### src/logic/dwsb_pkg.sv
// constants shared by the drive warning status bank and its testbench
package dwsb_pkg;

  localparam int unsigned WORD_W = 16;

  // fieldbus parameter addresses
  localparam logic [WORD_W-1:0] ADDR_HOMING = 16'h062c;
  localparam logic [WORD_W-1:0] ADDR_ACTIVE = 16'h1c16;
  localparam logic [WORD_W-1:0] ADDR_SAVED  = 16'h1c18;

  // warning bit positions, shared by both warning words
  localparam int unsigned BIT_GENERAL      = 0;
  localparam int unsigned BIT_STAGE_TEMP   = 1;
  localparam int unsigned BIT_MOTOR_TEMP   = 2;
  localparam int unsigned BIT_RSVD_LOW     = 3;
  localparam int unsigned BIT_STAGE_OVLD   = 4;
  localparam int unsigned BIT_MOTOR_OVLD   = 5;
  localparam int unsigned BIT_BRAKE_OVLD   = 6;
  localparam int unsigned BIT_CAN          = 7;
  localparam int unsigned BIT_ENCODER      = 8;
  localparam int unsigned BIT_RS485        = 9;
  localparam int unsigned BIT_TORQUE_OFF   = 10;
  localparam int unsigned BIT_UNDERVOLT    = 11;
  localparam int unsigned BIT_PROFIBUS     = 12;
  localparam int unsigned BIT_CAPTURE      = 13;
  localparam int unsigned BIT_ETHERNET     = 14;
  localparam int unsigned BIT_RSVD_HIGH    = 15;

  localparam logic [WORD_W-1:0] ONE_HOT     = 16'h0001;
  localparam logic [WORD_W-1:0] RESERVED_MASK =
    (ONE_HOT << BIT_RSVD_LOW) | (ONE_HOT << BIT_RSVD_HIGH);
  localparam logic [WORD_W-1:0] AUTO_CLEAR_MASK =
    (ONE_HOT << BIT_TORQUE_OFF) | (ONE_HOT << BIT_UNDERVOLT) | (ONE_HOT << BIT_CAPTURE);

  // homing-before-absolute-move register
  localparam int unsigned        HOMING_FLAG_BIT = 0;
  localparam logic               HOMING_RESET    = 1'b0;
  localparam logic [WORD_W-2:0]  HOMING_PAD      = 15'h0000;
  localparam logic [WORD_W-1:0]  WORD_ZERO       = 16'h0000;

endpackage : dwsb_pkg

### src/logic/dwsb_sync.sv
// three-stage synchroniser for the raw warning sources
`timescale 1ns/10ps
`default_nettype none
module dwsb_sync (
  // clock and reset
  input  wire logic              clock,
  input  wire logic              nrst,
  // raw warning levels from outside the clock domain
  input  wire logic [15:0]       rawWarn,
  // filtered warning levels
  output var  logic [15:0]       stableWarn
);

  typedef struct packed {
    logic [15:0] s1;
    logic [15:0] s2;
    logic [15:0] s3;
    logic [15:0] stable;
  } dwsb_sync_state_t;

  dwsb_sync_state_t st_ff;
  dwsb_sync_state_t nxt_st;

  always_comb begin
    nxt_st    = st_ff;
    nxt_st.s1 = rawWarn;
    nxt_st.s2 = st_ff.s1;
    nxt_st.s3 = st_ff.s2;
    // a bit moves only once stages two and three agree, so a lone glitch is dropped
    nxt_st.stable = (st_ff.s2 & ~(st_ff.s2 ^ st_ff.s3)) | (st_ff.stable & (st_ff.s2 ^ st_ff.s3));
  end

  always_ff @(posedge clock or negedge nrst) begin
    if (!nrst) begin
      st_ff <= '0;
    end else begin
      st_ff <= nxt_st;
    end
  end

  assign stableWarn = st_ff.stable;

endmodule : dwsb_sync
`default_nettype wire

### src/logic/dwsb_bank.sv
// drive warning status bank: active and saved warning words, homing-before-absolute-move flag
`timescale 1ns/10ps
`default_nettype none
module dwsb_bank (
  // clock and reset
  input  wire logic              clock,
  input  wire logic              nrst,
  // warning sources, asynchronous levels
  input  wire logic              warnGeneral,
  input  wire logic              warnStageTemp,
  input  wire logic              warnMotorTemp,
  input  wire logic              warnStageOverload,
  input  wire logic              warnMotorOverload,
  input  wire logic              warnBrakeOverload,
  input  wire logic              warnCan,
  input  wire logic              warnEncoder,
  input  wire logic              warnRs485,
  input  wire logic              torqueOffInputA,
  input  wire logic              torqueOffInputB,
  input  wire logic              warnUndervoltage,
  input  wire logic              warnProfibus,
  input  wire logic              warnCaptureBusy,
  input  wire logic              warnEthernet,
  // fault clear, one-cycle pulse from drive control
  input  wire logic              faultClearCommand,
  // parameter access port
  input  wire logic              paramRead,
  input  wire logic              paramWrite,
  input  wire logic [15:0]       paramAddr,
  input  wire logic [15:0]       paramWdata,
  output var  logic [15:0]       paramRdata,
  output var  logic              paramAck,
  output var  logic              paramErr,
  // absolute move gate
  input  wire logic              absMoveReq,
  input  wire logic              homingDone,
  output var  logic              absMoveGo,
  output var  logic              absMoveRefused,
  // warning words and homing flag for local use
  output var  logic [15:0]       activeWarningWord,
  output var  logic [15:0]       savedWarningWord,
  output var  logic              homingBeforeAbsoluteMove
);

  typedef struct packed {
    logic [15:0] active;
    logic [15:0] saved;
    logic        homing;
    logic [15:0] rdata;
    logic        ack;
    logic        err;
    logic        absGo;
    logic        absRefused;
  } dwsb_bank_state_t;

  dwsb_bank_state_t st_ff;
  dwsb_bank_state_t nxt_st;
  logic [15:0]      rawWarn;
  logic [15:0]      syncWarn;

  function automatic logic dwsb_hit(input logic [15:0] addr, input logic [15:0] target);
    dwsb_hit = (addr == target);
  endfunction : dwsb_hit

  always_comb begin
    rawWarn = dwsb_pkg::WORD_ZERO;
    rawWarn[dwsb_pkg::BIT_GENERAL]    = warnGeneral;
    rawWarn[dwsb_pkg::BIT_STAGE_TEMP] = warnStageTemp;
    rawWarn[dwsb_pkg::BIT_MOTOR_TEMP] = warnMotorTemp;
    rawWarn[dwsb_pkg::BIT_STAGE_OVLD] = warnStageOverload;
    rawWarn[dwsb_pkg::BIT_MOTOR_OVLD] = warnMotorOverload;
    rawWarn[dwsb_pkg::BIT_BRAKE_OVLD] = warnBrakeOverload;
    rawWarn[dwsb_pkg::BIT_CAN]        = warnCan;
    rawWarn[dwsb_pkg::BIT_ENCODER]    = warnEncoder;
    rawWarn[dwsb_pkg::BIT_RS485]      = warnRs485;
    rawWarn[dwsb_pkg::BIT_TORQUE_OFF] = torqueOffInputA | torqueOffInputB;
    rawWarn[dwsb_pkg::BIT_UNDERVOLT]  = warnUndervoltage;
    rawWarn[dwsb_pkg::BIT_PROFIBUS]   = warnProfibus;
    rawWarn[dwsb_pkg::BIT_CAPTURE]    = warnCaptureBusy;
    rawWarn[dwsb_pkg::BIT_ETHERNET]   = warnEthernet;
  end

  // sources come from other clock domains and from pins
  dwsb_sync u_sync (
    .clock      (clock),
    .nrst       (nrst),
    .rawWarn    (rawWarn),
    .stableWarn (syncWarn)
  );

  always_comb begin
    nxt_st            = st_ff;
    nxt_st.ack        = 1'b0;
    nxt_st.err        = 1'b0;
    nxt_st.absGo      = 1'b0;
    nxt_st.absRefused = 1'b0;

    nxt_st.active = syncWarn & ~dwsb_pkg::RESERVED_MASK;

    if (faultClearCommand) begin
      nxt_st.saved = dwsb_pkg::WORD_ZERO;
    end
    nxt_st.saved = nxt_st.saved & ~dwsb_pkg::AUTO_CLEAR_MASK;
    nxt_st.saved = nxt_st.saved | nxt_st.active;

    if (paramRead) begin
      nxt_st.ack   = 1'b1;
      nxt_st.rdata = dwsb_pkg::WORD_ZERO;
      if (dwsb_hit(paramAddr, dwsb_pkg::ADDR_ACTIVE)) begin
        nxt_st.rdata = st_ff.active;
      end else if (dwsb_hit(paramAddr, dwsb_pkg::ADDR_SAVED)) begin
        nxt_st.rdata = st_ff.saved;
      end else if (dwsb_hit(paramAddr, dwsb_pkg::ADDR_HOMING)) begin
        nxt_st.rdata = {dwsb_pkg::HOMING_PAD, st_ff.homing};
      end else begin
        nxt_st.err = 1'b1;
      end
    end else if (paramWrite) begin
      nxt_st.ack = 1'b1;
      if (dwsb_hit(paramAddr, dwsb_pkg::ADDR_HOMING)) begin
        nxt_st.homing = paramWdata[dwsb_pkg::HOMING_FLAG_BIT];
      end else begin
        nxt_st.err = 1'b1;
      end
    end

    if (absMoveReq) begin
      if (st_ff.homing && !homingDone) begin
        nxt_st.absRefused = 1'b1;
      end else begin
        nxt_st.absGo = 1'b1;
      end
    end
  end

  always_ff @(posedge clock or negedge nrst) begin
    if (!nrst) begin
      st_ff        <= '0;
      st_ff.homing <= dwsb_pkg::HOMING_RESET;
    end else begin
      st_ff <= nxt_st;
    end
  end

  assign paramRdata               = st_ff.rdata;
  assign paramAck                 = st_ff.ack;
  assign paramErr                 = st_ff.err;
  assign absMoveGo                = st_ff.absGo;
  assign absMoveRefused           = st_ff.absRefused;
  assign activeWarningWord        = st_ff.active;
  assign savedWarningWord         = st_ff.saved;
  assign homingBeforeAbsoluteMove = st_ff.homing;
endmodule : dwsb_bank
`default_nettype wire

### config.mk
export PLATFORM = sky130hd
export DESIGN_NAME = dwsb_bank
export DESIGN_NICKNAME = d
export VERILOG_FILES = /design/src/logic/dwsb_pkg.sv /design/src/logic/dwsb_sync.sv /design/src/logic/dwsb_bank.sv
export SDC_FILE = /design/constraint.sdc
export NUM_CORES = 1
export LEC_CHECK = 0
export ABC_AREA = 1
export BUFFER_PORTS_ARGS = -buffer_cell sky130_fd_sc_hd__buf_2
export CAP_MARGIN = 20
export CORE_AREA = 2 2 101 103
export CTS_CLUSTER_DIAMETER = 150
export CTS_CLUSTER_SIZE = 28
export DETAILED_ROUTE_END_ITERATION = 7
export DIE_AREA = 0 0 103 105
export PLACE_DENSITY_LB_ADDON = 0.15
export SYNTH_ARGS = -nofsm -noshare
export SYNTH_HDL_FRONTEND = slang
export SYNTH_HIERARCHICAL = 1
export SYNTH_SLANG_ARGS = --single-unit
### constraint.sdc
create_clock -name clock -period 2.63 [get_ports clock]
set_clock_uncertainty 0.2 [all_clocks]
set_input_delay 0.1315 -clock clock [delete_from_list [all_inputs] [get_ports clock]]
set_output_delay 0.1315 -clock clock [all_outputs]
set_load 0.05 [all_outputs]
* Word-level counts from Yosys, hierarchy flattened
Index checks and enable logic that the tools add are counted.
** Word-level totals
- Logic and storage cells :: 38
- ROM bits :: 0
- Memories kept :: 0
- Register bits :: 109
- Input bits :: 54
- Latch bits :: 0
- Bits in writable memories :: 0
- Output and inout port bits :: 53
** Cells by class
- Bitwise operators :: 8
- Multipliers :: 0
- Reductions and logical operators :: 3
- Eq/ne operators :: 3
- Shifts and indexed selects :: 0
- Order comparisons :: 0
- Add/sub/neg operators :: 0
- Mux-type cells :: 12
- Div/mod/pow operators :: 0
** Operators by type and width (count)
- $mux 16 :: 3
- $eq 16x13->1 const B :: 2
- $and 15x16->16 :: 1
- $and 16x16->16 :: 1
- $eq 16x11->1 const B :: 1
- $not 15->16 :: 1
- $or 16x15->16 :: 1
- $or 16x16->16 :: 1
- $xor 15x15->15 :: 1
- $mux 1 :: 6
- $mux 2 :: 3
- $reduce_and 3->1 :: 1
- $logic_and 1x1->1 :: 1
- $logic_not 1->1 :: 1
- $not 1->1 :: 1
- $or 1x1->1 :: 1

* Logic depth before layout (Yosys ltp)
- Depth after elaboration :: 5
- Depth in mapped cells :: 10
- Mapped depth without buffers :: 8

* Modules after synthesis
Netlist, hierarchy kept.
** Modules (own cells, without submodules)
- dwsb_bank :: instances 1, sequential area each 1101.1 µm², cells each 212, area each 2000.7 µm²
- dwsb_sync :: instances 1, sequential area each 1601.5 µm², cells each 144, area each 1981.9 µm²

* Least setup slack after synthesis
No wires, ideal clock.
- Path kind :: reg-to-output
- Start :: register, netlist name activeWarningWord[10]
- End :: output port savedWarningWord[10]
- Buffers on the path :: 1
- Arrival time :: 0.922 ns
- Stages on the path, launching flop included :: 2
- Slack :: 1.377 ns
- Data required time :: 2.299 ns
- Path through :: dfrtp_1 buf_4
** RTL lines
- end: declaration :: RTL line dwsb_bank.sv:41 : output var logic [15:0] savedWarningWord,

* Worst setup path in the final report
- Start :: input port paramWrite
- End :: register st_ff, in the netlist homingBeforeAbsoluteMove
** Between the ends
- Longest elaborated chain between the ends :: 1
** RTL lines
- start: declaration :: RTL line dwsb_bank.sv:28 : input wire logic paramWrite,
- $reduce_and 3->1 (no source line)
- end signal: assignment :: RTL line dwsb_bank.sv:141 : st_ff <= nxt_st;
- end: declaration :: RTL line dwsb_bank.sv:56 : dwsb_bank_state_t st_ff;
No other way between the ends.
A chain may end at the register's enable or synchronous reset.

==> flow_summary.json <==
{
  "status": "completed",
  "grt_pass1_vias": 2448,
  "wl_um": 6910,
  "worstPathRequired_ns": 2.67,
  "met1_usage_pct": 17.9,
  "die_h_um": 105,
  "grt_remaining_overflow": 0,
  "path_class": "input port to flip-flop",
  "design_area_mm2": 0.00458,
  "rsz0062_at_grt": "no",
  "placed_cell_area_mm2": 0.00413,
  "relSlewSlack_pct": 60.2,
  "clockPowerShare_pct": 30.3,
  "cts_buffer_depth": 2,
  "timing.fmax_mhz": 477,
  "grt_max_degree": 69,
  "internal_power_mw": 2.14,
  "fin_crit_sh_pct": 79.7,
  "regToRegStartpoint": "homingBeforeAbsoluteMove",
  "ys_warn_count": 6,
  "cts.repair.resized": 0,
  "vdd_drop_max_v": 0.000220,
  "arrival_ns": 2.14,
  "busiest_layer": "met2",
  "met3_usage_pct": 2.68,
  "worstReg2RegEnd": "homingBeforeAbsoluteMove",
  "core_area_mm2": 0.00964,
  "swShare_pct": 30.1,
  "pwr-share-comb_pct": 14.2,
  "io_pins": 107,
  "hp-class": "input port to async pin",
  "end_kind": "flip-flop",
  "port_buffers": 85,
  "hold_violations": 0,
  "min_period_ns": 2.09,
  "worst_pin_slew_ns": 0.596,
  "grt_pass1_wl_um": 11600,
  "start_kind": "input port",
  "drc": 0,
  "final_core_util_pct": 47.5,
  "synth_cells": 338,
  "dp_hpwl_um": 4510,
  "gp_congestion": 0.744,
  "start_util_pct": 38.7,
  "drive_gt1_share_pct": 28.8,
  "route.detailed.vias_per_inst": 4.24,
  "h-tree-depth": 3,
  "area_growth_pct": 22.6,
  "syn_avg_cell_area_um2": 11.0,
  "cts_setup_buffers": 0,
  "dieArea_mm2": 0.0108,
  "track_usage_pct": 14.1,
  "drt-pass1-iter-count": 4,
  "cts_tree": "built",
  "nFillCells": 945,
  "ff2ff_path_depth": 3,
  "met2_usage_pct": 23.2,
  "maxCapViolations": 0,
  "r2r_slack_ns": 1.19,
  "finalNetCount": 490,
  "p_per_area_mw_per_mm2": 668,
  "clk_pin_slew_worst_paths_ns": 0.10,
  "ctsHoldBuffers": 26,
  "wl_per_cell_um": 12.0,
  "clk_latency_ns": 0.35,
  "final_antenna_net_count": 0,
  "rows": 36,
  "cts_buffers": 9,
  "setup_viol": 0,
  "finalSetupTns_ns": 0,
  "switching_power_uw": 919,
  "initialDrtViolationCount": 85,
  "ctsRootBufferMaster": "clkbuf_8",
  "critPathMaxFanout": 3,
  "p_leak_nw": 2.37,
  "pwr-share-seq_pct": 55.5,
  "diodes": 0,
  "cts_sinks": 100,
  "pre_cts_ws_ns": 0.740,
  "setup_ws_ns": 0.535,
  "syn-cell-area_mm2": 0.00373,
  "final-max-slew-violation-count": 0,
  "die_w_um": 103,
  "num_vias": 2435,
  "antenna_found_initial": 0
}
how the worst max path moves through the flow:
stage / from / end / slack (ns) / cells after the start
6_report: paramWrite / homingBeforeAbsoluteMove / 0.54 / 8
5_1_grt: paramRead / homingBeforeAbsoluteMove / 0.39 / 8
4_1_cts: paramRead / homingBeforeAbsoluteMove / 0.54 / 8
3_5_place_dp: paramAddr[8] / paramRdata[14] / 0.74 / 8
2_1_floorplan: activeWarningWord[10] / savedWarningWord[10] / 1.38 / 1
3_3_place_gp: paramAddr[15] / paramRdata[14] / 0.78 / 8
metal layers:
| metal | share of wire (%) | routed length [µm] |
|---|---|---|
| met1 | 45 | 3080 |
| met2 | 50 | 3440 |
| met3 | 4.3 | 300 |
| met4 | 1.3 | 89 |
| met5 | 0 | 0 |
power by group through the flow:
stage	logic (mW)	registers [mW]	clock network (mW)
2_1_floorplan	0.158	1.88	0
3_3_place_gp	0.405	1.73	0
3_5_place_dp	0.412	1.73	0
4_1_cts	0.440	1.70	0.973
5_1_grt	0.468	1.71	1.04
6_report	0.433	1.70	0.925
final cells by class:
class | instances | area, µm² | share of cell area (%)
Sequential cell | 100 | 2500 | 54.7
Multi-Input combinational cell | 177 | 873 | 19.1
Timing Repair Buffer | 113 | 716 | 15.6
Tap cell | 133 | 166 | 3.63
Clock buffer | 10 | 138 | 3.01
Inverter | 35 | 131 | 2.87
Clock inverter | 6 | 51.3 | 1.12
worst max-delay path, cell delays in order:
cell	delay [ns]
dlygate4sd3_1	0.54
buf_2	0.13
nand2_1	0.07
nor2_1	0.07
nand2_1	0.05
dlygate4sd3_1	0.54
nand2_1	0.05
dlygate4sd3_1	0.55
through the flow:
| stage | std cells | hold WS (ns) | power, mW |
|---|---|---|---|
| final | 574 | 0.0509 | 3.06 |
| after global routing | 574 | 0.0685 | 3.22 |
| after CTS | 574 | 0.0446 | 3.11 |
| after detailed placement | 532 | -0.0949 | 2.14 |
| after global placement | 532 | -0.102 | 2.13 |
| after floorplan | 343 | -0.364 | 2.03 |
cell usage in the layout, fill, tap and decap left out, drive strengths merged:
master and instances:
dfrtp 100, buf 87, nand2 76, inv 38
nor2 31, dlygate4sd3 26, nand3 24, a21oi 15
o21ai 12, o21bai 11, clkbuf 10, conb 6
or2 2, clkinv 2, clkinvlp 1
Note: power is estimated with default switching activity, not from simulation.
